$ cat config.mk
export PLATFORM = sky130hd
export DESIGN_NAME = dsrp_top
export DESIGN_NICKNAME = d
export VERILOG_FILES = /design/src/rtl/dsrp_pkg.sv /design/src/rtl/dsrp_top.sv
export SDC_FILE = /design/constraint.sdc
export NUM_CORES = 1
export LEC_CHECK = 0
export BUFFER_PORTS_ARGS = -buffer_cell sky130_fd_sc_hd__clkbuf_2
export CAP_MARGIN = 10
export CORE_MARGIN = 3
export CORE_UTILIZATION = 55
export CTS_BUF_LIST = sky130_fd_sc_hd__clkbuf_4 sky130_fd_sc_hd__clkbuf_8
export CTS_CLUSTER_SIZE = 20
export DETAILED_ROUTE_END_ITERATION = 6
export PLACE_DENSITY = 0.71
export SYNTH_ARGS = -nofsm -noshare
export SYNTH_HDL_FRONTEND = slang
export SYNTH_HIERARCHICAL = 1
export SYNTH_SLANG_ARGS = --single-unit
$ cat constraint.sdc
create_clock -name MCLK -period 6.3 [get_ports MCLK]
set_clock_uncertainty 0.2 [all_clocks]
set_input_delay 0 -clock MCLK [delete_from_list [all_inputs] [get_ports MCLK]]
set_output_delay 0 -clock MCLK [all_outputs]
set_load 0.005 [all_outputs]
$ cat src/rtl/dsrp_pkg.sv
// constants and types of the dual serial register port
// assumes one core clock; the register file itself lives outside
package dsrp_pkg;
    // =========================================
    // two-wire bus addressing
    localparam logic [3:0] ADDR_FIXED = 4'h9;    // upper four address bits 1001
    localparam logic [2:0] ADDR_LO_LOW = 3'h0;   // select pin tied low
    localparam logic [2:0] ADDR_LO_FLOAT = 3'h2; // select pin floating
    localparam logic [2:0] ADDR_LO_HIGH = 3'h3;  // select pin tied high
    localparam logic [3:0] BIT_LAST = 4'h7;      // eighth bit of a byte
    localparam logic [3:0] BIT_ACK = 4'h8;       // ninth (acknowledge) bit
    localparam logic [1:0] WB_PTR = 2'h0;        // write byte index: pointer
    localparam logic [1:0] WB_DATA = 2'h2;       // first index with a byte behind
    localparam logic [1:0] WB_PEC = 2'h3;        // index where a check byte may sit
    localparam logic [7:0] CRC_POLY = 8'h07;     // x^8 + x^2 + x + 1
    localparam logic [7:0] CRC_INIT = 8'h00;
    // =========================================
    // four-wire port
    localparam logic [7:0] CMD_WR = 8'h90;
    localparam logic [7:0] CMD_RD = 8'h91;
    localparam logic [7:0] PTR_WRAP = 8'h3F;
    localparam logic [7:0] PTR_FIRST = 8'h00;
    localparam logic [7:0] LOCK_STAT_ADDR = 8'h7F;
    localparam logic [1:0] LOCK_PULSES = 2'h3;
    localparam logic [1:0] SB_CMD = 2'h0;        // byte index: command
    localparam logic [1:0] SB_PTR = 2'h1;        // byte index: pointer
    localparam logic [1:0] SB_DATA = 2'h2;       // byte index: data (saturates)
    // =========================================
    // pins: scl, sda, select, sclk, din, addr high, addr float
    localparam int NPIN = 7;
    localparam logic [6:0] PIN_IDLE = 7'h70;     // bus lines idle high
    // =========================================
    // timing
    localparam int TOUT_MS = 25;
    localparam int CLK_PERIOD_NS = 4;
    localparam int TOUT_CYC = TOUT_MS * 1000000 / CLK_PERIOD_NS;
    localparam int FIFO_W = 16;
    localparam int FIFO_D = 16;
    // =========================================
    // two-wire engine states
    typedef enum logic [1:0] {
        TW_IDLE = 2'b00,
        TW_ADDR = 2'b01,
        TW_WRITE = 2'b10,
        TW_READ = 2'b11
    } dsrp_tw_e;
endpackage

$ cat src/rtl/dsrp_top.sv
// dual serial register port: two-wire slave and four-wire slave
// assumes an outside register file fed by the write stream and
// answering RD_DATA combinationally for RD_ADDR on the same clock
`timescale 1ns/1ps

module dsrp_top #(
    parameter int unsigned TOUT_CYCLES = dsrp_pkg::TOUT_CYC,
    parameter int unsigned FIFO_DEPTH = dsrp_pkg::FIFO_D
) (
    input wire logic MCLK,
    input wire logic RSTN,
    input wire logic SCL,
    input wire logic SDA_IN,
    output logic SDA_OUT,
    output logic SDA_OE,
    input wire logic ADDR_PIN_HIGH,
    input wire logic ADDR_PIN_FLOAT,
    input wire logic CS_N,
    input wire logic SCLK,
    input wire logic DIN,
    output logic DOUT_OUT,
    output logic DOUT_OE,
    input wire logic TIMEOUT_EN,
    output logic SPI_LOCKED,
    output logic WR_VALID,
    input wire logic WR_READY,
    output logic [7:0] WR_ADDR,
    output logic [7:0] WR_DATA,
    output logic [7:0] RD_ADDR,
    input wire logic [7:0] RD_DATA
);
    import dsrp_pkg::*;

    localparam int TW = $clog2(TOUT_CYCLES + 1);

    // =========================================
    // pin synchronisers
    logic [NPIN-1:0] s1; // first stage, read only by s2
    logic [NPIN-1:0] s2; // settled pin levels
    logic [NPIN-1:0] s3; // one cycle older, for edges

    // every pin is foreign to MCLK, so two flops before use
    always_ff @(posedge MCLK or negedge RSTN) begin
        if (!RSTN) begin
            s1 <= PIN_IDLE;
            s2 <= PIN_IDLE;
            s3 <= PIN_IDLE;
        end else begin
            s1 <= {SCL, SDA_IN, CS_N, SCLK, DIN, ADDR_PIN_HIGH, ADDR_PIN_FLOAT};
            s2 <= s1;
            s3 <= s2;
        end
    end

    logic scl, sda, cs_n, sclk, din, scl_q, sda_q, cs_q, sclk_q;
    assign {scl, sda, cs_n, sclk, din} = s2[6:2];
    assign {scl_q, sda_q, cs_q, sclk_q} = {s3[6:4], s3[3]};
    logic scl_rise, scl_fall, start, stop, cs_rise, cs_fall;
    logic sclk_rise, sclk_fall;
    assign scl_rise = scl & ~scl_q;
    assign scl_fall = ~scl & scl_q;
    // data moving while clock stays high marks a frame edge
    assign start = ~sda & sda_q & scl & scl_q;
    assign stop = sda & ~sda_q & scl & scl_q;
    assign cs_rise = cs_n & ~cs_q;
    assign cs_fall = ~cs_n & cs_q;
    assign sclk_rise = sclk & ~sclk_q;
    assign sclk_fall = ~sclk & sclk_q;

    // =========================================
    // interface selection lock
    logic locked;       // four-wire mode held until power off
    logic [1:0] lock_cnt; // select pulses seen so far

    // only power-on reset clears it; no soft path exists
    always_ff @(posedge MCLK or negedge RSTN) begin
        if (!RSTN) begin
            locked <= 1'b0;
            lock_cnt <= 2'h0;
        end else if (!locked && cs_rise) begin
            lock_cnt <= lock_cnt + 2'h1;
            if (lock_cnt == LOCK_PULSES - 2'h1) begin
                locked <= 1'b1;
            end
        end
    end
    assign SPI_LOCKED = locked;

    logic tw_on;
    assign tw_on = ~locked;

    // =========================================
    // shared pointer and read value
    logic [7:0] ptr;
    logic [7:0] ptr_next;
    logic [7:0] rd_value;
    assign ptr_next = (ptr == PTR_WRAP) ? PTR_FIRST : ptr + 8'h01;
    assign RD_ADDR = ptr;
    // lock status answered here, not by the register file
    assign rd_value = (ptr == LOCK_STAT_ADDR) ? {7'h00, locked} : RD_DATA;

    // =========================================
    // two-wire engine
    dsrp_tw_e tw_state;
    logic [3:0] bit_cnt;  // 0..7 data, 8 acknowledge
    logic [7:0] tw_sr;    // wire byte, also transmit shifter
    logic [1:0] wbytes;   // bytes after address, saturating
    logic ack_pend;       // device drives the next ack
    logic [7:0] crc;      // running check over the frame
    logic [7:0] pend;     // last data byte, held back
    logic [7:0] pend_crc; // check value before pend
    logic pend_v;
    logic seen_once, addr_held;
    logic [2:0] addr_lo, addr_live, addr_eff;
    logic [7:0] rx_byte;
    logic tw_done, tout_hit, fifo_rdy;
    logic tw_push, tw_commit, is_pec;

    assign rx_byte = {tw_sr[6:0], sda};
    assign tw_done = tw_on & scl_rise & (tw_state != TW_IDLE) & (bit_cnt == BIT_LAST);

    // three-state pin seen as two levels
    always_comb begin
        if (s2[0]) begin
            addr_live = ADDR_LO_FLOAT;
        end else if (s2[1]) begin
            addr_live = ADDR_LO_HIGH;
        end else begin
            addr_live = ADDR_LO_LOW;
        end
    end
    assign addr_eff = addr_held ? addr_lo : addr_live;

    // bytewise CRC-8, msb first
    function automatic logic [7:0] crc8(input logic [7:0] c, input logic [7:0] d);
        logic [7:0] r;
        r = c ^ d;
        for (int i = 0; i < 8; i++) begin
            r = r[7] ? ({r[6:0], 1'b0} ^ CRC_POLY) : {r[6:0], 1'b0};
        end
        return r;
    endfunction

    // pin taken for good on the second matching address byte
    always_ff @(posedge MCLK or negedge RSTN) begin
        if (!RSTN) begin
            seen_once <= 1'b0;
            addr_held <= 1'b0;
            addr_lo <= ADDR_LO_LOW;
        end else if (tw_done && tw_state == TW_ADDR && !addr_held
                     && rx_byte[7:1] == {ADDR_FIXED, addr_eff}) begin
            seen_once <= 1'b1;
            if (seen_once) begin
                addr_held <= 1'b1;
                addr_lo <= addr_live;
            end
        end
    end

    // byte sequencing, direction and check accumulation
    always_ff @(posedge MCLK or negedge RSTN) begin
        if (!RSTN) begin
            tw_state <= TW_IDLE;
            bit_cnt <= 4'h0;
            tw_sr <= 8'h00;
            wbytes <= WB_PTR;
            ack_pend <= 1'b0;
            crc <= CRC_INIT;
            pend <= 8'h00;
            pend_crc <= CRC_INIT;
            pend_v <= 1'b0;
        end else if (!tw_on || tout_hit || stop) begin
            // abandon; next frame starts clean
            tw_state <= TW_IDLE;
            ack_pend <= 1'b0;
            crc <= CRC_INIT;
            pend_v <= 1'b0;
        end else if (start) begin
            // repeated start keeps the check running
            tw_state <= TW_ADDR;
            bit_cnt <= 4'h0;
            wbytes <= WB_PTR;
            ack_pend <= 1'b0;
            pend_v <= 1'b0;
        end else if (scl_rise && tw_state != TW_IDLE) begin
            if (bit_cnt == BIT_ACK) begin
                bit_cnt <= 4'h0;
                ack_pend <= 1'b0;
                if (tw_state == TW_READ) begin
                    if (!ack_pend && sda) begin
                        tw_state <= TW_IDLE;
                    end else begin
                        // first the register, then the check byte
                        tw_sr <= ack_pend ? rd_value : crc;
                    end
                end
            end else begin
                tw_sr <= rx_byte;
                bit_cnt <= bit_cnt + 4'h1;
                if (bit_cnt == BIT_LAST) begin
                    crc <= crc8(crc, rx_byte);
                    case (tw_state)
                        TW_ADDR: begin
                            if (rx_byte[7:1] == {ADDR_FIXED, addr_eff}) begin
                                ack_pend <= 1'b1;
                                tw_state <= rx_byte[0] ? TW_READ : TW_WRITE;
                            end else begin
                                tw_state <= TW_IDLE;
                            end
                        end
                        TW_WRITE: begin
                            // full buffer is refused by a nack
                            ack_pend <= (wbytes == WB_PTR) | fifo_rdy;
                            if (wbytes != WB_PEC) begin
                                wbytes <= wbytes + 2'h1;
                            end
                            if (wbytes != WB_PTR) begin
                                pend <= rx_byte;
                                pend_crc <= crc;
                                pend_v <= 1'b1;
                            end
                        end
                        default: begin
                        end
                    endcase
                end
            end
        end
    end

    // a held byte equal to the check of what preceded it is the check
    assign is_pec = (wbytes == WB_PEC) & (pend == pend_crc);
    assign tw_commit = tw_on & pend_v & (start | stop) & ~is_pec & ~tout_hit;
    assign tw_push = (tw_done & tw_state == TW_WRITE & wbytes >= WB_DATA & pend_v)
                   | tw_commit;

    // open-drain data line, changed on falling clock or released at once by lock, timeout, start or stop
    always_ff @(posedge MCLK or negedge RSTN) begin
        if (!RSTN) begin
            SDA_OE <= 1'b0;
        end else if (!tw_on || tout_hit || start || stop) begin
            SDA_OE <= 1'b0;
        end else if (scl_fall) begin
            if (bit_cnt == BIT_ACK) begin
                SDA_OE <= ack_pend;
            end else begin
                SDA_OE <= (tw_state == TW_READ) & ~tw_sr[7];
            end
        end
    end
    assign SDA_OUT = 1'b0;

    // idle watchdog, runs only inside a frame
    logic [TW-1:0] tout_cnt;
    always_ff @(posedge MCLK or negedge RSTN) begin
        if (!RSTN) begin
            tout_cnt <= '0;
        end else if (!TIMEOUT_EN || tw_state == TW_IDLE || scl != scl_q || sda != sda_q) begin
            tout_cnt <= '0;
        end else begin
            tout_cnt <= tout_cnt + TW'(1);
        end
    end
    assign tout_hit = TIMEOUT_EN & (tout_cnt == TW'(TOUT_CYCLES - 1));

    // =========================================
    // four-wire engine
    logic spi_act;
    logic [2:0] spi_cnt;
    logic [7:0] spi_sr;
    logic [7:0] spi_rx;
    logic [1:0] spi_bytes;
    logic [7:0] spi_cmd;
    logic [7:0] tx;
    logic tx_load, spi_done, spi_push, spi_ptr_ld, spi_adv;
    assign spi_act = locked & ~cs_n;
    assign spi_rx = {spi_sr[6:0], din};
    assign spi_done = spi_act & sclk_rise & (spi_cnt == BIT_LAST[2:0]);
    assign spi_ptr_ld = spi_done & spi_bytes == SB_PTR & spi_cmd == CMD_WR;
    assign spi_push = spi_done & spi_bytes == SB_DATA & spi_cmd == CMD_WR;
    assign spi_adv = spi_push | (spi_done & spi_bytes != SB_CMD & spi_cmd == CMD_RD);

    // inputs taken on rising sclk; select fall opens a frame
    always_ff @(posedge MCLK or negedge RSTN) begin
        if (!RSTN) begin
            spi_cnt <= 3'h0;
            spi_sr <= 8'h00;
            spi_bytes <= SB_CMD;
            spi_cmd <= 8'h00;
            tx_load <= 1'b0;
        end else begin
            tx_load <= spi_done & (spi_bytes == SB_CMD ? spi_rx == CMD_RD
                                                       : spi_cmd == CMD_RD);
            if (locked && cs_fall) begin
                spi_cnt <= 3'h0;
                spi_bytes <= SB_CMD;
                spi_cmd <= 8'h00;
            end else if (spi_act && sclk_rise) begin
                spi_sr <= spi_rx;
                spi_cnt <= spi_cnt + 3'h1;
                if (spi_done) begin
                    if (spi_bytes == SB_CMD) begin
                        spi_cmd <= spi_rx;
                    end
                    if (spi_bytes != SB_DATA) begin
                        spi_bytes <= spi_bytes + 2'h1;
                    end
                end
            end
        end
    end

    // output shifter, moves on falling sclk
    always_ff @(posedge MCLK or negedge RSTN) begin
        if (!RSTN) begin
            tx <= 8'h00;
            DOUT_OUT <= 1'b0;
        end else if (tx_load) begin
            tx <= rd_value; // pointer already advanced, except on the load after the command byte
        end else if (spi_act && sclk_fall) begin
            DOUT_OUT <= tx[7];
            tx <= {tx[6:0], 1'b0};
        end
    end
    assign DOUT_OE = spi_act;

    // pointer loads from either port, advances on four-wire only
    always_ff @(posedge MCLK or negedge RSTN) begin
        if (!RSTN) begin
            ptr <= PTR_FIRST;
        end else if (tw_done && tw_state == TW_WRITE && wbytes == WB_PTR) begin
            ptr <= rx_byte;
        end else if (spi_ptr_ld) begin
            ptr <= spi_rx;
        end else if (spi_adv) begin
            ptr <= ptr_next;
        end
    end

    // =========================================
    // write stream buffer
    logic push_v;
    logic [FIFO_W-1:0] push_d;
    assign push_v = tw_push | spi_push;
    assign push_d = tw_push ? {ptr, pend} : {ptr, spi_rx};

    dsrp_fifo #(
        .W(FIFO_W),
        .D(FIFO_DEPTH)
    ) u_fifo (
        .clk(MCLK),
        .rst_n(RSTN),
        .in_valid(push_v),
        .in_ready(fifo_rdy),
        .in_data(push_d),
        .out_valid(WR_VALID),
        .out_ready(WR_READY),
        .out_data({WR_ADDR, WR_DATA})
    );
endmodule

// flop-based queue; depth must be a power of two
module dsrp_fifo #(
    parameter int W = 16,
    parameter int D = 16
) (
    input wire logic clk,
    input wire logic rst_n,
    input wire logic in_valid,
    output logic in_ready,
    input wire logic [W-1:0] in_data,
    output logic out_valid,
    input wire logic out_ready,
    output logic [W-1:0] out_data
);
    localparam int AW = $clog2(D);
    logic [W-1:0] mem [D];
    logic [AW-1:0] wp, rp;
    logic [AW:0] cnt;
    logic do_w, do_r;
    assign in_ready = cnt != (AW+1)'(D);
    assign out_valid = cnt != '0;
    assign do_w = in_valid & in_ready;
    assign do_r = out_valid & out_ready;
    assign out_data = mem[rp];

    // storage needs no reset
    always_ff @(posedge clk) begin
        if (do_w) begin
            mem[wp] <= in_data;
        end
    end

    // pointers and fill level
    always_ff @(posedge clk or negedge rst_n) begin
        if (!rst_n) begin
            wp <= '0;
            rp <= '0;
            cnt <= '0;
        end else begin
            wp <= wp + AW'(do_w);
            rp <= rp + AW'(do_r);
            cnt <= cnt + (AW+1)'(do_w) - (AW+1)'(do_r);
        end
    end
endmodule

==> impl_metrics.csv, run 1 <==
group,metric,value,unit
run_status,run_status,"finished clean",
yosys,yosysSeqAreaShare,65.4,%
layout,multi_input_area,5570,sq um
yosys,syn_nets,1176,
yosys,ys_warn_count,6,
yosys,synth_edf_count,256,
timing,worst_pin_slew,1.09,ns
yosys,synth_mux_area_share,12.4,%
layout,final_nets,1273,
timing,rsz0062_at_grt,"false",
yosys,synth-seq-cells,398,
detailed_routing,drtIter0Drc,747,
timing,min_period,4.30,ns
detailed_routing,wl_per_cell,21.8,um
clocking,cts_resized,0,
floorplan,die_h,183,um
timing,finalSetupTns,0,ns
worst_setup_path,slowest_delay,0.92,ns
floorplan,initial_core_util,56.1,%
timing,slew_violations,0,
yosys,yosys_most_used_dff,"edfxtp_1",
layout,seq_area,11300,sq um
layout,postLayoutCellArea,19300,sq um
yosys,synth_cell_type_count,77,
yosys,synthArstFlopShare,35.7,%
worst_setup_path,worst-path-max-fanout,16,
global_route,grt_pass1_vias,10300,
timing,timing.fmax,0.233,GHz
layout,drive_gt1_share,23.0,%
yosys,netlist_area,17200,sq um
power,power,0.00643,W
global_route,grt_pass1_wl,57800,um
timing,hold_slack,0.0272,ns
power,p_leak,7.16,nW
layout,area_delta_synth_final,12.4,%
layout,final_cell_mix,"256 x edfxtp_1, 131 x dfrtp_1, 73 x nand2_1",
worst_setup_path,ff2ff_setup_slack,2.00,ns
power,pwr_density_cell,333,nW/um^2
detailed_routing,num_vias,10000,
yosys,synth_top_area_share,44.7,%
yosys,synth.area.top_cells,"edfxtp_1 45%, dfrtp_1 19%, mux4_2 6.9%",
clocking,clk_pin_slew,0.06,ns
yosys,syn_area_per_cell,15.2,sq um
clocking,post_cts_buffers,0,
detailed_routing,vias_per_cell,6.01,
floorplan,io_pins,49,
timing,timing.final.setup_violations,0,
place,io_buffers,47,
clocking,insertion_delay,0.61,ns
clocking,cts_buffers,60,
global_route,grt_start_max_net_pins,71,
job,maxCapViolations,0,
place,place_area,17800,sq um
worst_setup_path,worst_setup_path_end_kind,"flip-flop",
clocking,clock_path_buffers,3,
worst_setup_path,cp_data_arrival_time,4.30,ns
global_route,grt_remaining_overflow,0,
layout,layout.cells.most_common,"edfxtp_1",
floorplan,row_count,64,
worst_setup_path,cp_data_required_time,6.30,ns
worst_setup_path,critPathSlowestCell,"nor2_2",
clocking,cts-root-buf,"clkbuf_8",
yosys,synth_top_cell_by_area,"edfxtp_1",
detailed_routing,dr.pass1.iters,6,
yosys,synthAdderAreaFrac,2.08,%
layout,nFillCells,2216,
timing,timing.final.crit_share,68.2,%
global_route,antenna_found_initial,0,
worst_setup_path,crit_chain,"ha_1, nor2_1, nor3_1, a41oi_2, nand2_1, nand4b_1, nor2_2",
yosys,synth_cells,1129,
timing,slew-limit-headroom,27.5,%
detailed_routing,ant_nets,0,
power,vdd_ir_drop_max,0.000223,V
worst_setup_path,critical_path_buf_inv_count,0,
clocking,tritoncts,"done",
place,hpwl,23500,um
floorplan,die_width,183,um
yosys,synthXorXnorAreaFrac,3.08,%
clocking,clock-sinks,398,
timing,finalHoldViolCount,0,
layout,n_antenna_cell,0,
worst_hold_path,hold_path_class,"input pin to flip-flop",
clocking,ctsHtreeMaxLevel,2,
yosys,synth_compound_area_share,6.14,%
detailed_routing,drt_drc_violations_left,0,
worst_setup_path,start_kind,"flip-flop",
yosys,synth-simple-area-share,8.34,%
worst_setup_path,worstSetupPathType,"flip-flop to flip-flop",
place,gp_congestion,0.878,
worst_setup_path,crit_family,"simple AND/OR/NAND/NOR gates",
floorplan,die_area,33400,sq um
detailed_routing,drt_wl_total,36600,um
floorplan,core,30700,sq um
layout,final_core_util,63.0,%
yosys,synth_top_family_by_area,"multiplexers",
global_route,grtUsageTotal,22.3,%
## stage by stage
step / cells / worst slack, ns
after floorplan: 1129 / 2.47
after global placement: 1530 / 2.26
after detailed placement: 1530 / 2.08
after CTS: 1673 / 2.06
after global routing: 1673 / 1.78
final: 1673 / 2.00
## Yosys cell counts (3+ instances only)
cell type and count:
ha_1 27, nand2_1 73, and3b_1 4, nor4bb_1 3, a31oi_1 4, nand3b_1 5, nor2b_1 5, nor3_1 25
o22ai_1 7, a21oi_1 19, o21ai_0 43, xor2_1 28, a2bb2oi_1 7, nand4b_1 4, and3_1 8, buf_6 5
nand3_1 20, and4_1 7, dfstp_2 9, xnor2_1 30, o2111ai_1 3, mux4_1 11, nor3b_1 5, buf_2 9
buf_4 12, or3_1 10, and2_1 4, nand2b_1 9, inv_1 30, edfxtp_1 256, nand4_1 11, a22oi_1 35
mux2_2 40, o31ai_1 6, clkbuf_1 27, mux2i_1 19, buf_1 4, nor2_1 63, nor4_1 9, a211oi_1 4
nor4b_1 3, dfrtp_1 133, mux4_2 53
## cells by family after synthesis
kind of cell | Yosys count
flip-flops | 398
AO/OA/AOI/OAI | 154
other | 1
buffers and inverters | 88
XOR/XNOR | 59
multiplexers | 124
adder cells (fa/ha/maj) | 28
AND/OR/NAND/NOR | 277
## layer usage
metal,share of wire (%),up-vias,track usage [%]
met5,0,-,0
met4,2.1,0,6.53
met3,5.1,56,3.39
met2,50,314,37.3
met1,42,5124,30.8
li1,-,4555,-
## registers in the layout, summed over array words and instances, names as in the netlist, 2 cells and up
register	count
u_fifo/mem	256
tout_cnt	23
RD_ADDR	8
crc	8
pend	8
pend_crc	8
spi_cmd	8
tw_sr	8
tx	8
s1	7
s2	7
spi_sr	7
u_fifo/cnt	5
bit_cnt	4
s3	4
u_fifo/rp	4
u_fifo/wp	4
spi_cnt	3
addr_lo	2
lock_cnt	2
spi_bytes	2
tw_state	2
wbytes	2
## final cells by class
type	count	share of cell area, %
timing repair buffer	92	3.48
clock inverter	33	1.13
clock buffer	80	5.18
tap	396	2.56
sequential	398	58.2
inverter	31	0.602
multi-input combinational	643	28.8
## where the power goes
group	switching, W	internal [W]
clock	0.000966	0.00113
sequential	0.000233	0.00292
combinational	0.000619	0.000573
## path summary, 6_finish.rpt
| path | depth (start not counted) | to | startpoint |
|---|---|---|---|
| hold / removal | 4 | tx[7]$_DFFE_PN0P_ | RD_DATA[7] |
| hold reg to reg | 0 | s2[2]$_DFF_PN0_ | s1[2]$_DFF_PN0_ |
| max in group asynchronous | 4 | spi_sr[3]$_DFFE_PN0P_ | RSTN |
| setup / recovery | 7 | u_fifo/mem[9][12]$_DFFE_PP_ | s2[5]$_DFF_PN1_ |
| min in group asynchronous | 3 | s3[6]$_DFF_PN1_ | RSTN |
| setup reg to reg | 7 | u_fifo/mem[9][12]$_DFFE_PP_ | s2[5]$_DFF_PN1_ |
## repair_timing
action,CTS,global route
hold endpoints to repair,131,0
setup endpoints to repair,0,0
hold buffers,30,0
## worst register-to-register path: stages (launching register included)
cell      delay (ns)
dfstp_2         0.61
ha_1            0.20
nor2_1          0.05
nor3_1          0.81
a41oi_2         0.48
nand2_1         0.34
nand4b_1        0.28
nor2_2          0.92
No activity file was read; power rests on OpenSTA's default activity.
==> run 2, diff against run 1 <==
- PLACE_DENSITY: 0.71 -> 0.74
- clock period: 6.3 -> 3.7 ns (I/O delays scaled with it)
==> run 2 against run 1 <==
Effect of this change:
- die area stayed put
- highest routed layer unchanged
- count of clock-buffer cells in the layout is 13 higher
- critical endpoint is now u_fifo/cnt[4]$_DFF_PN0_
- critical path type unchanged
- sequential cell count stayed put
- first-iteration DRC count is 0.40% lower
- global-route usage hardly changed
- setup slack worse by 1.8 ns
- maximum frequency is 24% higher
- utilization is 0.95 points higher
==> impl_metrics.csv, run 2 (synthesis results as in run 1) <==
group,metric,value,unit
run_status,run_status,"finished clean",
global_route,grt_most_used_layer,"met2",
worst_setup_path,reg2reg_depth,14,
global_route,grt_remaining_overflow,0,
place,hpwl,22700,um
floorplan,core,30700,sq um
worst_setup_path,ff2ff_setup_slack,0.23,ns
timing,rsz0062_at_grt,"false",
layout,top_register,"u_fifo/mem",
global_route,grtUsageTotal,22.2,%
power,p_leak,7.34,nW
clocking,cts_buffers,66,
clocking,clk_pin_slew,0.06,ns
layout,final_cell_mix,"256 x edfxtp_1, 131 x dfrtp_1, 75 x clkbuf_8",
timing,timing.fmax,0.288,GHz
layout,final_nets,1303,
floorplan,row_count,64,
detailed_routing,num_vias,10100,
detailed_routing,dr.pass1.iters,5,
floorplan,die_h,183,um
global_route,antenna_found_initial,0,
floorplan,die_area,33400,sq um
global_route,grt_start_max_net_pins,79,
detailed_routing,vias_per_cell,5.93,
timing,layout_setup_ws,0.230,ns
timing,min_period,3.47,ns
worst_hold_path,holdPathStages,4,
layout,n_antenna_cell,0,
floorplan,die_width,183,um
detailed_routing,drtIter0Drc,744,
detailed_routing,ant_nets,0,
timing,finalHoldViolCount,0,
power,pwr_density_cell,573,nW/um^2
layout,largest_register_ffs,256,
timing,slew-limit-headroom,29.8,%
worst_setup_path,start_kind,"flip-flop",
global_route,grt_pass1_vias,10400,
layout,area_delta_synth_final,14.1,%
worst_setup_path,worstSetupPathType,"flip-flop to flip-flop",
place,gp_congestion,0.846,
worst_hold_path,hold-path-endpoint,"tx[3]$_DFFE_PN0P_",
timing,worst_pin_slew,1.05,ns
clocking,cts-root-buf,"clkbuf_8",
worst_hold_path,hold_path_class,"input pin to flip-flop",
timing,slew_violations,0,
worst_setup_path,worst-path-max-fanout,6,
timing,timing.final.setup_violations,0,
global_route,use_met1,30.1,%
global_route,grt_use_met3,3.29,%
worst_setup_path,r2r_start,"tout_cnt[0]$_DFF_PN0_",
power,vdd_ir_drop_max,0.000334,V
place,io_buffers,47,
global_route,grt_pass1_wl,57900,um
worst_setup_path,rr_endpoint,"u_fifo/cnt[4]$_DFF_PN0_",
detailed_routing,drt_wl_total,36100,um
clocking,cts_resized,0,
detailed_routing,wl_per_cell,21.2,um
timing,timing.final.crit_share,93.8,%
worst_setup_path,cp_data_arrival_time,3.71,ns
clocking,clock_path_buffers,3,
worst_hold_path,hp-start,"RD_DATA[3]",
layout,drive_gt1_share,24.6,%
global_route,grtUsageMet2,37.8,%
floorplan,initial_core_util,56.1,%
clocking,ctsHtreeMaxLevel,3,
clocking,insertion_delay,0.58,ns
job,maxCapViolations,0,
clocking,clock-sinks,398,
worst_setup_path,worst_setup_path_end_kind,"flip-flop",
clocking,tritoncts,"done",
worst_setup_path,cp_data_required_time,3.94,ns
floorplan,io_pins,49,
detailed_routing,drt_drc_violations_left,0,
layout,biggestRegsByFlops,"u_fifo/mem (256), tout_cnt (23)",
timing,finalSetupTns,0,ns
place,place_ws,0.281,ns
layout,layout.cells.most_common,"edfxtp_1",
-- run 2: changes by cell type in the layout (fill, tap and decap cells not counted), sizes merged --
cell | before | now
buf | 17 | 43
clkinv | 28 | 18
bufinv | 2 | 1
dlygate4sd3 | 29 | 27
clkbuf | 126 | 139
-- run 2: metal layers --
metal,part of all wire [%],up-vias
met5,0,-
met4,2.5,0
met3,6.0,71
met2,50,346
met1,41,5078
li1,-,4586
-- run 2: metrics by stage --
step,hold WS (ns),cell area (sq um),utilization [%],instances,power [W]
2_1_floorplan,-0.496,17200,-,1129,0.00676
3_3_place_gp,-0.111,18000,58.7,1556,0.00742
3_5_place_dp,-0.107,18000,58.7,1556,0.00748
4_1_cts,0.00124,19600,64.0,1699,0.0114
5_1_grt,0.0353,19600,64.0,1699,0.0118
6_report,0.0340,19600,64.0,1699,0.0112
-- run 2: layout make-up --
class,count,area (sq um)
Clock inverter,22,160
Tap cell,396,495
Multi-Input combinational cell,643,5550
Fill cell,2221,11000
Clock buffer,93,1170
Sequential cell,398,11300
Timing Repair Buffer,116,872
Inverter,31,116
-- run 2: worst max-delay path, stage by stage (launching register included) --
cell,delay [ns]
dfrtp_1,0.40
ha_1,0.23
and3_1,0.27
and4_1,0.24
a21oi_1,0.24
a41oi_2,0.17
nand2_1,0.17
nand2_1,0.09
ha_1,0.28
inv_1,0.04
ha_1,0.19
fa_1,0.41
a21oi_1,0.17
o21bai_1,0.10
xnor2_1,0.13
-- run 2: how the worst max path moves through the flow --
stage,from,endpoint,slack [ns]
2_1_floorplan,s2[5]$_DFF_PN1_,u_fifo/cnt[4]$_DFF_PN0_,0.20
3_3_place_gp,tout_cnt[0]$_DFF_PN0_,u_fifo/cnt[4]$_DFF_PN0_,0.37
3_5_place_dp,tout_cnt[0]$_DFF_PN0_,u_fifo/cnt[4]$_DFF_PN0_,0.28
4_1_cts,tout_cnt[0]$_DFF_PN0_,u_fifo/cnt[4]$_DFF_PN0_,0.22
5_1_grt,tout_cnt[0]$_DFF_PN0_,u_fifo/cnt[4]$_DFF_PN0_,0.008
6_report,tout_cnt[0]$_DFF_PN0_,u_fifo/cnt[4]$_DFF_PN0_,0.23
-- run 2: what timing repair did --
action                    in CTS  in global routing
buffers inserted               0                  0
hold buffers                  28                  0
hold endpoints to repair     191                  0
-- run 2: report_power, final --
group | internal (W) | switching [W] | total [W]
registers | 0.00497 | 0.000345 | 0.00531
clock network | 0.00212 | 0.00171 | 0.00383
logic | 0.000994 | 0.00110 | 0.00209
==> run 3, diff against run 2 <==
- ABC_AREA: default -> 1
- PLACE_DENSITY: 0.74 -> 0.73
==> run 3 against run 2 <==
Effect of this change:
- count of clock-buffer cells in the layout grew 8
- critical path depth grew 3
- maximum frequency grew 2.2%
- die area grew 8.3%
- sequential power grew 2%
- sequential share of layout area shrank 3.9 points
- via count grew 36%
- power grew 18%
- synthesized area grew 8.6%
- critical endpoint unchanged
==> impl_metrics.csv, run 3 <==
group,metric,value,unit
clocking,clock-sinks,398,
worst_setup_path,r2r_start,"s2[5]$_DFF_PN1_",
power,vdd_ir_drop_max,0.000880,V
floorplan,die_h,190,um
global_route,grt_remaining_overflow,0,
worst_setup_path,critPathSlowestCell,"fa_1",
worst_setup_path,worstSetupPathType,"flip-flop to flip-flop",
yosys,synth_top_area_share,41.2,%
place,dp.cells,2417,
detailed_routing,drtIter0Drc,1178,
power,power_switching,0.00471,W
global_route,grt_start_max_net_pins,129,
timing,finalHoldViolCount,0,
worst_setup_path,crit_end,"u_fifo/cnt[4]$_DFF_PN0_",
yosys,synth_common_cells,"515 x nand2_1, 321 x inv_1, 272 x nand3_1",
floorplan,core,33000,sq um
power,sw_frac_of_total,35.5,%
layout,final_nets,2119,
worst_setup_path,rr_endpoint,"u_fifo/cnt[4]$_DFF_PN0_",
yosys,synth-seq-cells,398,
timing,timing.fmax,0.295,GHz
layout,instances_no_fill,2570,
power,clockPowerShare,29.8,%
power,p_comb_share,29.3,%
detailed_routing,vias_per_cell,5.35,
clocking,cts-root-buf,"clkbuf_8",
floorplan,io_pins,49,
worst_setup_path,worst_setup_path_end_kind,"flip-flop",
worst_setup_path,ff2ff_setup_slack,0.31,ns
clocking,cts_buffers,68,
detailed_routing,dr.pass1.iters,5,
clocking,post_cts_buffers,0,
worst_hold_path,hp-start,"RD_DATA[3]",
worst_hold_path,hold_path_class,"input pin to flip-flop",
floorplan,die_area,36200,sq um
worst_setup_path,slowest_delay,0.42,ns
yosys,syn_nets,2007,
detailed_routing,wl_per_cell,17.0,um
detailed_routing,num_vias,13700,
clocking,insertion_delay,0.60,ns
floorplan,initial_core_util,56.5,%
timing,timing.final.setup_violations,0,
job,maxCapViolations,0,
detailed_routing,drt_wl_total,43700,um
power,pwr_density_cell,629,nW/um^2
timing,slew-limit-headroom,44.4,%
detailed_routing,ant_nets,0,
power,p_leak,9.63,nW
global_route,grt_pass1_vias,13400,
yosys,synth_cell_type_count,52,
layout,biggestRegsByFlops,"u_fifo/mem (256), tout_cnt (23)",
worst_setup_path,crit_chain,"inv_1, ha_1, nand3_1, nand2_1, inv_1, nor3_2, nand2_2, nand3_1, nand2_1, ha_1, inv_1, ha_1, fa_1, a21oi_1, nor2_1, nor2_1, xor2_1",
layout,n_antenna_cell,0,
run_status,run_status,"finished clean",
place,io_buffers,47,
yosys,synth_edf_count,256,
layout,drive_gt1_share,14.3,%
layout,area_delta_synth_final,12.8,%
global_route,antenna_found_initial,0,
floorplan,row_count,66,
timing,finalSetupTns,0,ns
yosys,ys_warn_count,6,
worst_setup_path,cp_data_arrival_time,3.69,ns
yosys,synth.area.top_cells,"edfxtp_1 41%, dfrtp_1 18%, nand2_1 10%",
power,power,0.0132,W
place,gp_congestion,0.898,
layout,top_register,"u_fifo/mem",
layout,largest_register_ffs,256,
timing,rsz0062_at_grt,"false",
yosys,netlist_area,18700,sq um
timing,hold_slack,0.0698,ns
global_route,grtUsageTotal,24.5,%
floorplan,die_width,190,um
yosys,yosysSeqAreaShare,60.3,%
worst_setup_path,critical_path.startpoint,"s2[5]$_DFF_PN1_",
worst_setup_path,critical_path_buf_inv_count,3,
timing,timing.final.crit_share,91.7,%
yosys,synth_cells,1960,
detailed_routing,drt_drc_violations_left,0,
worst_setup_path,worst-path-max-fanout,10,
yosys,yosys.cell_count.top_type,"nand2_1",
clocking,tritoncts,"done",
timing,slew_violations,0,
global_route,grt_pass1_wl,70200,um
power,p_int,0.00854,W
worst_setup_path,crit_family,"adder cells",
clocking,clk_pin_slew,0.06,ns
worst_setup_path,path_depth,17,
yosys,syn_area_per_cell,9.53,sq um
clocking,ctsHtreeMaxLevel,3,
worst_setup_path,cp_data_required_time,3.99,ns
clocking,clock_path_buffers,3,
place,hpwl,27300,um
power,sequentialPowerShare,40.9,%
layout,final_cell_mix,"515 x nand2_1, 321 x inv_1, 272 x nand3_1",
yosys,yosys_most_used_dff,"edfxtp_1",
worst_setup_path,start_kind,"flip-flop",
timing,min_period,3.39,ns
yosys,synth_top_cell_by_area,"edfxtp_1",
yosys,synthArstFlopShare,35.7,%
timing,worst_pin_slew,0.834,ns
layout,layout.cells.most_common,"nand2_1",
worst_setup_path,reg2reg_depth,17,
layout,final_core_util,63.8,%
==> run 3: changes by cell type after synthesis, moves of 18 or more <==
cell      change
nand3_1     +252
mux4_2       -53
nand2_1     +442
clkbuf_1     -21
mux2_2       -39
buf_2        +26
mux2i_1      -19
o21ai_2      +18
inv_1       +291
nand2_2      +18
a22oi_1      -35
nor2_1       +24
==> run 3: what timing repair did <==
item / in CTS / in global routing
resized for setup: 0 / 1
setup endpoints to repair: 0 / 1
hold endpoints to repair: 173 / 0
hold buffers: 27 / 0
==> run 3: kinds of logic (layout without fill, tap and decap cells) <==
group / after synthesis / count (layout) / synth area share [%]
AND/OR/NAND/NOR: 946 / 946 / 22.1
buffers and inverters: 408 / 576 / 9.22
flip-flops: 398 / 398 / 60.3
AO/OA/AOI/OAI: 138 / 138 / 4.51
XOR/XNOR: 40 / 40 / 1.92
adder cells (fa/ha/maj): 28 / 28 / 1.92
other: 1 / 1 / 0.0201
multiplexers: 1 / 1 / 0.0603
==> run 3: area by class of cell <==
| class | count | area, sq um |
|---|---|---|
| Tap cell | 442 | 553 |
| Clock buffer | 101 | 1230 |
| Clock inverter | 25 | 143 |
| Sequential cell | 398 | 11300 |
| Multi-Input combinational cell | 1154 | 5750 |
| Timing Repair Buffer | 116 | 882 |
| Fill cell | 2668 | 12000 |
| Inverter | 334 | 1250 |
==> run 3: tightest hold or removal path: stages <==
cell           delay, ns
dlygate4sd3_1       0.55
clkbuf_2            0.10
nand2_1             0.08
o211ai_1            0.09
==> run 3: layer usage <==
| layer | up-vias | GRT usage (%) | routed length [um] |
|---|---|---|---|
| li1 | 6575 | - | - |
| met1 | 6547 | 33.1 | 18400 |
| met2 | 537 | 40.2 | 21000 |
| met3 | 89 | 4.49 | 3190 |
| met4 | 0 | 9.12 | 1220 |
| met5 | - | 0 | 0 |
==> run 3: power by group through the flow <==
stage / clock network (W) / registers (W) / logic, W
after CTS: 0.00403 / 0.00541 / 0.00388
final: 0.00394 / 0.00541 / 0.00388
after global placement: 0 / 0.00548 / 0.00374
after floorplan: 0 / 0.00536 / 0.00278
after detailed placement: 0 / 0.00549 / 0.00383
after global routing: 0.00425 / 0.00545 / 0.00432
==> run 3: per-stage QoR <==
stage | cell area (sq um) | setup WS (ns)
finish | 21100 | 0.306
global placement | 19400 | 0.406
global route | 21100 | 0.0293
CTS | 21100 | 0.223
detailed placement | 19400 | 0.305
floorplan | 18700 | 0.692
==> run 3: worst min path at each step <==
| stage | endpoint | depth (start not counted) |
|---|---|---|
| final | tx[3]$_DFFE_PN0P_ | 4 |
| after global routing | tx[2]$_DFFE_PN0P_ | 4 |
| after CTS | tx[4]$_DFFE_PN0P_ | 4 |
| after detailed placement | s1[1]$_DFF_PN0_ | 1 |
| after global placement | s1[1]$_DFF_PN0_ | 1 |
| after floorplan | DOUT_OUT$_DFFE_PN0P_ | 0 |
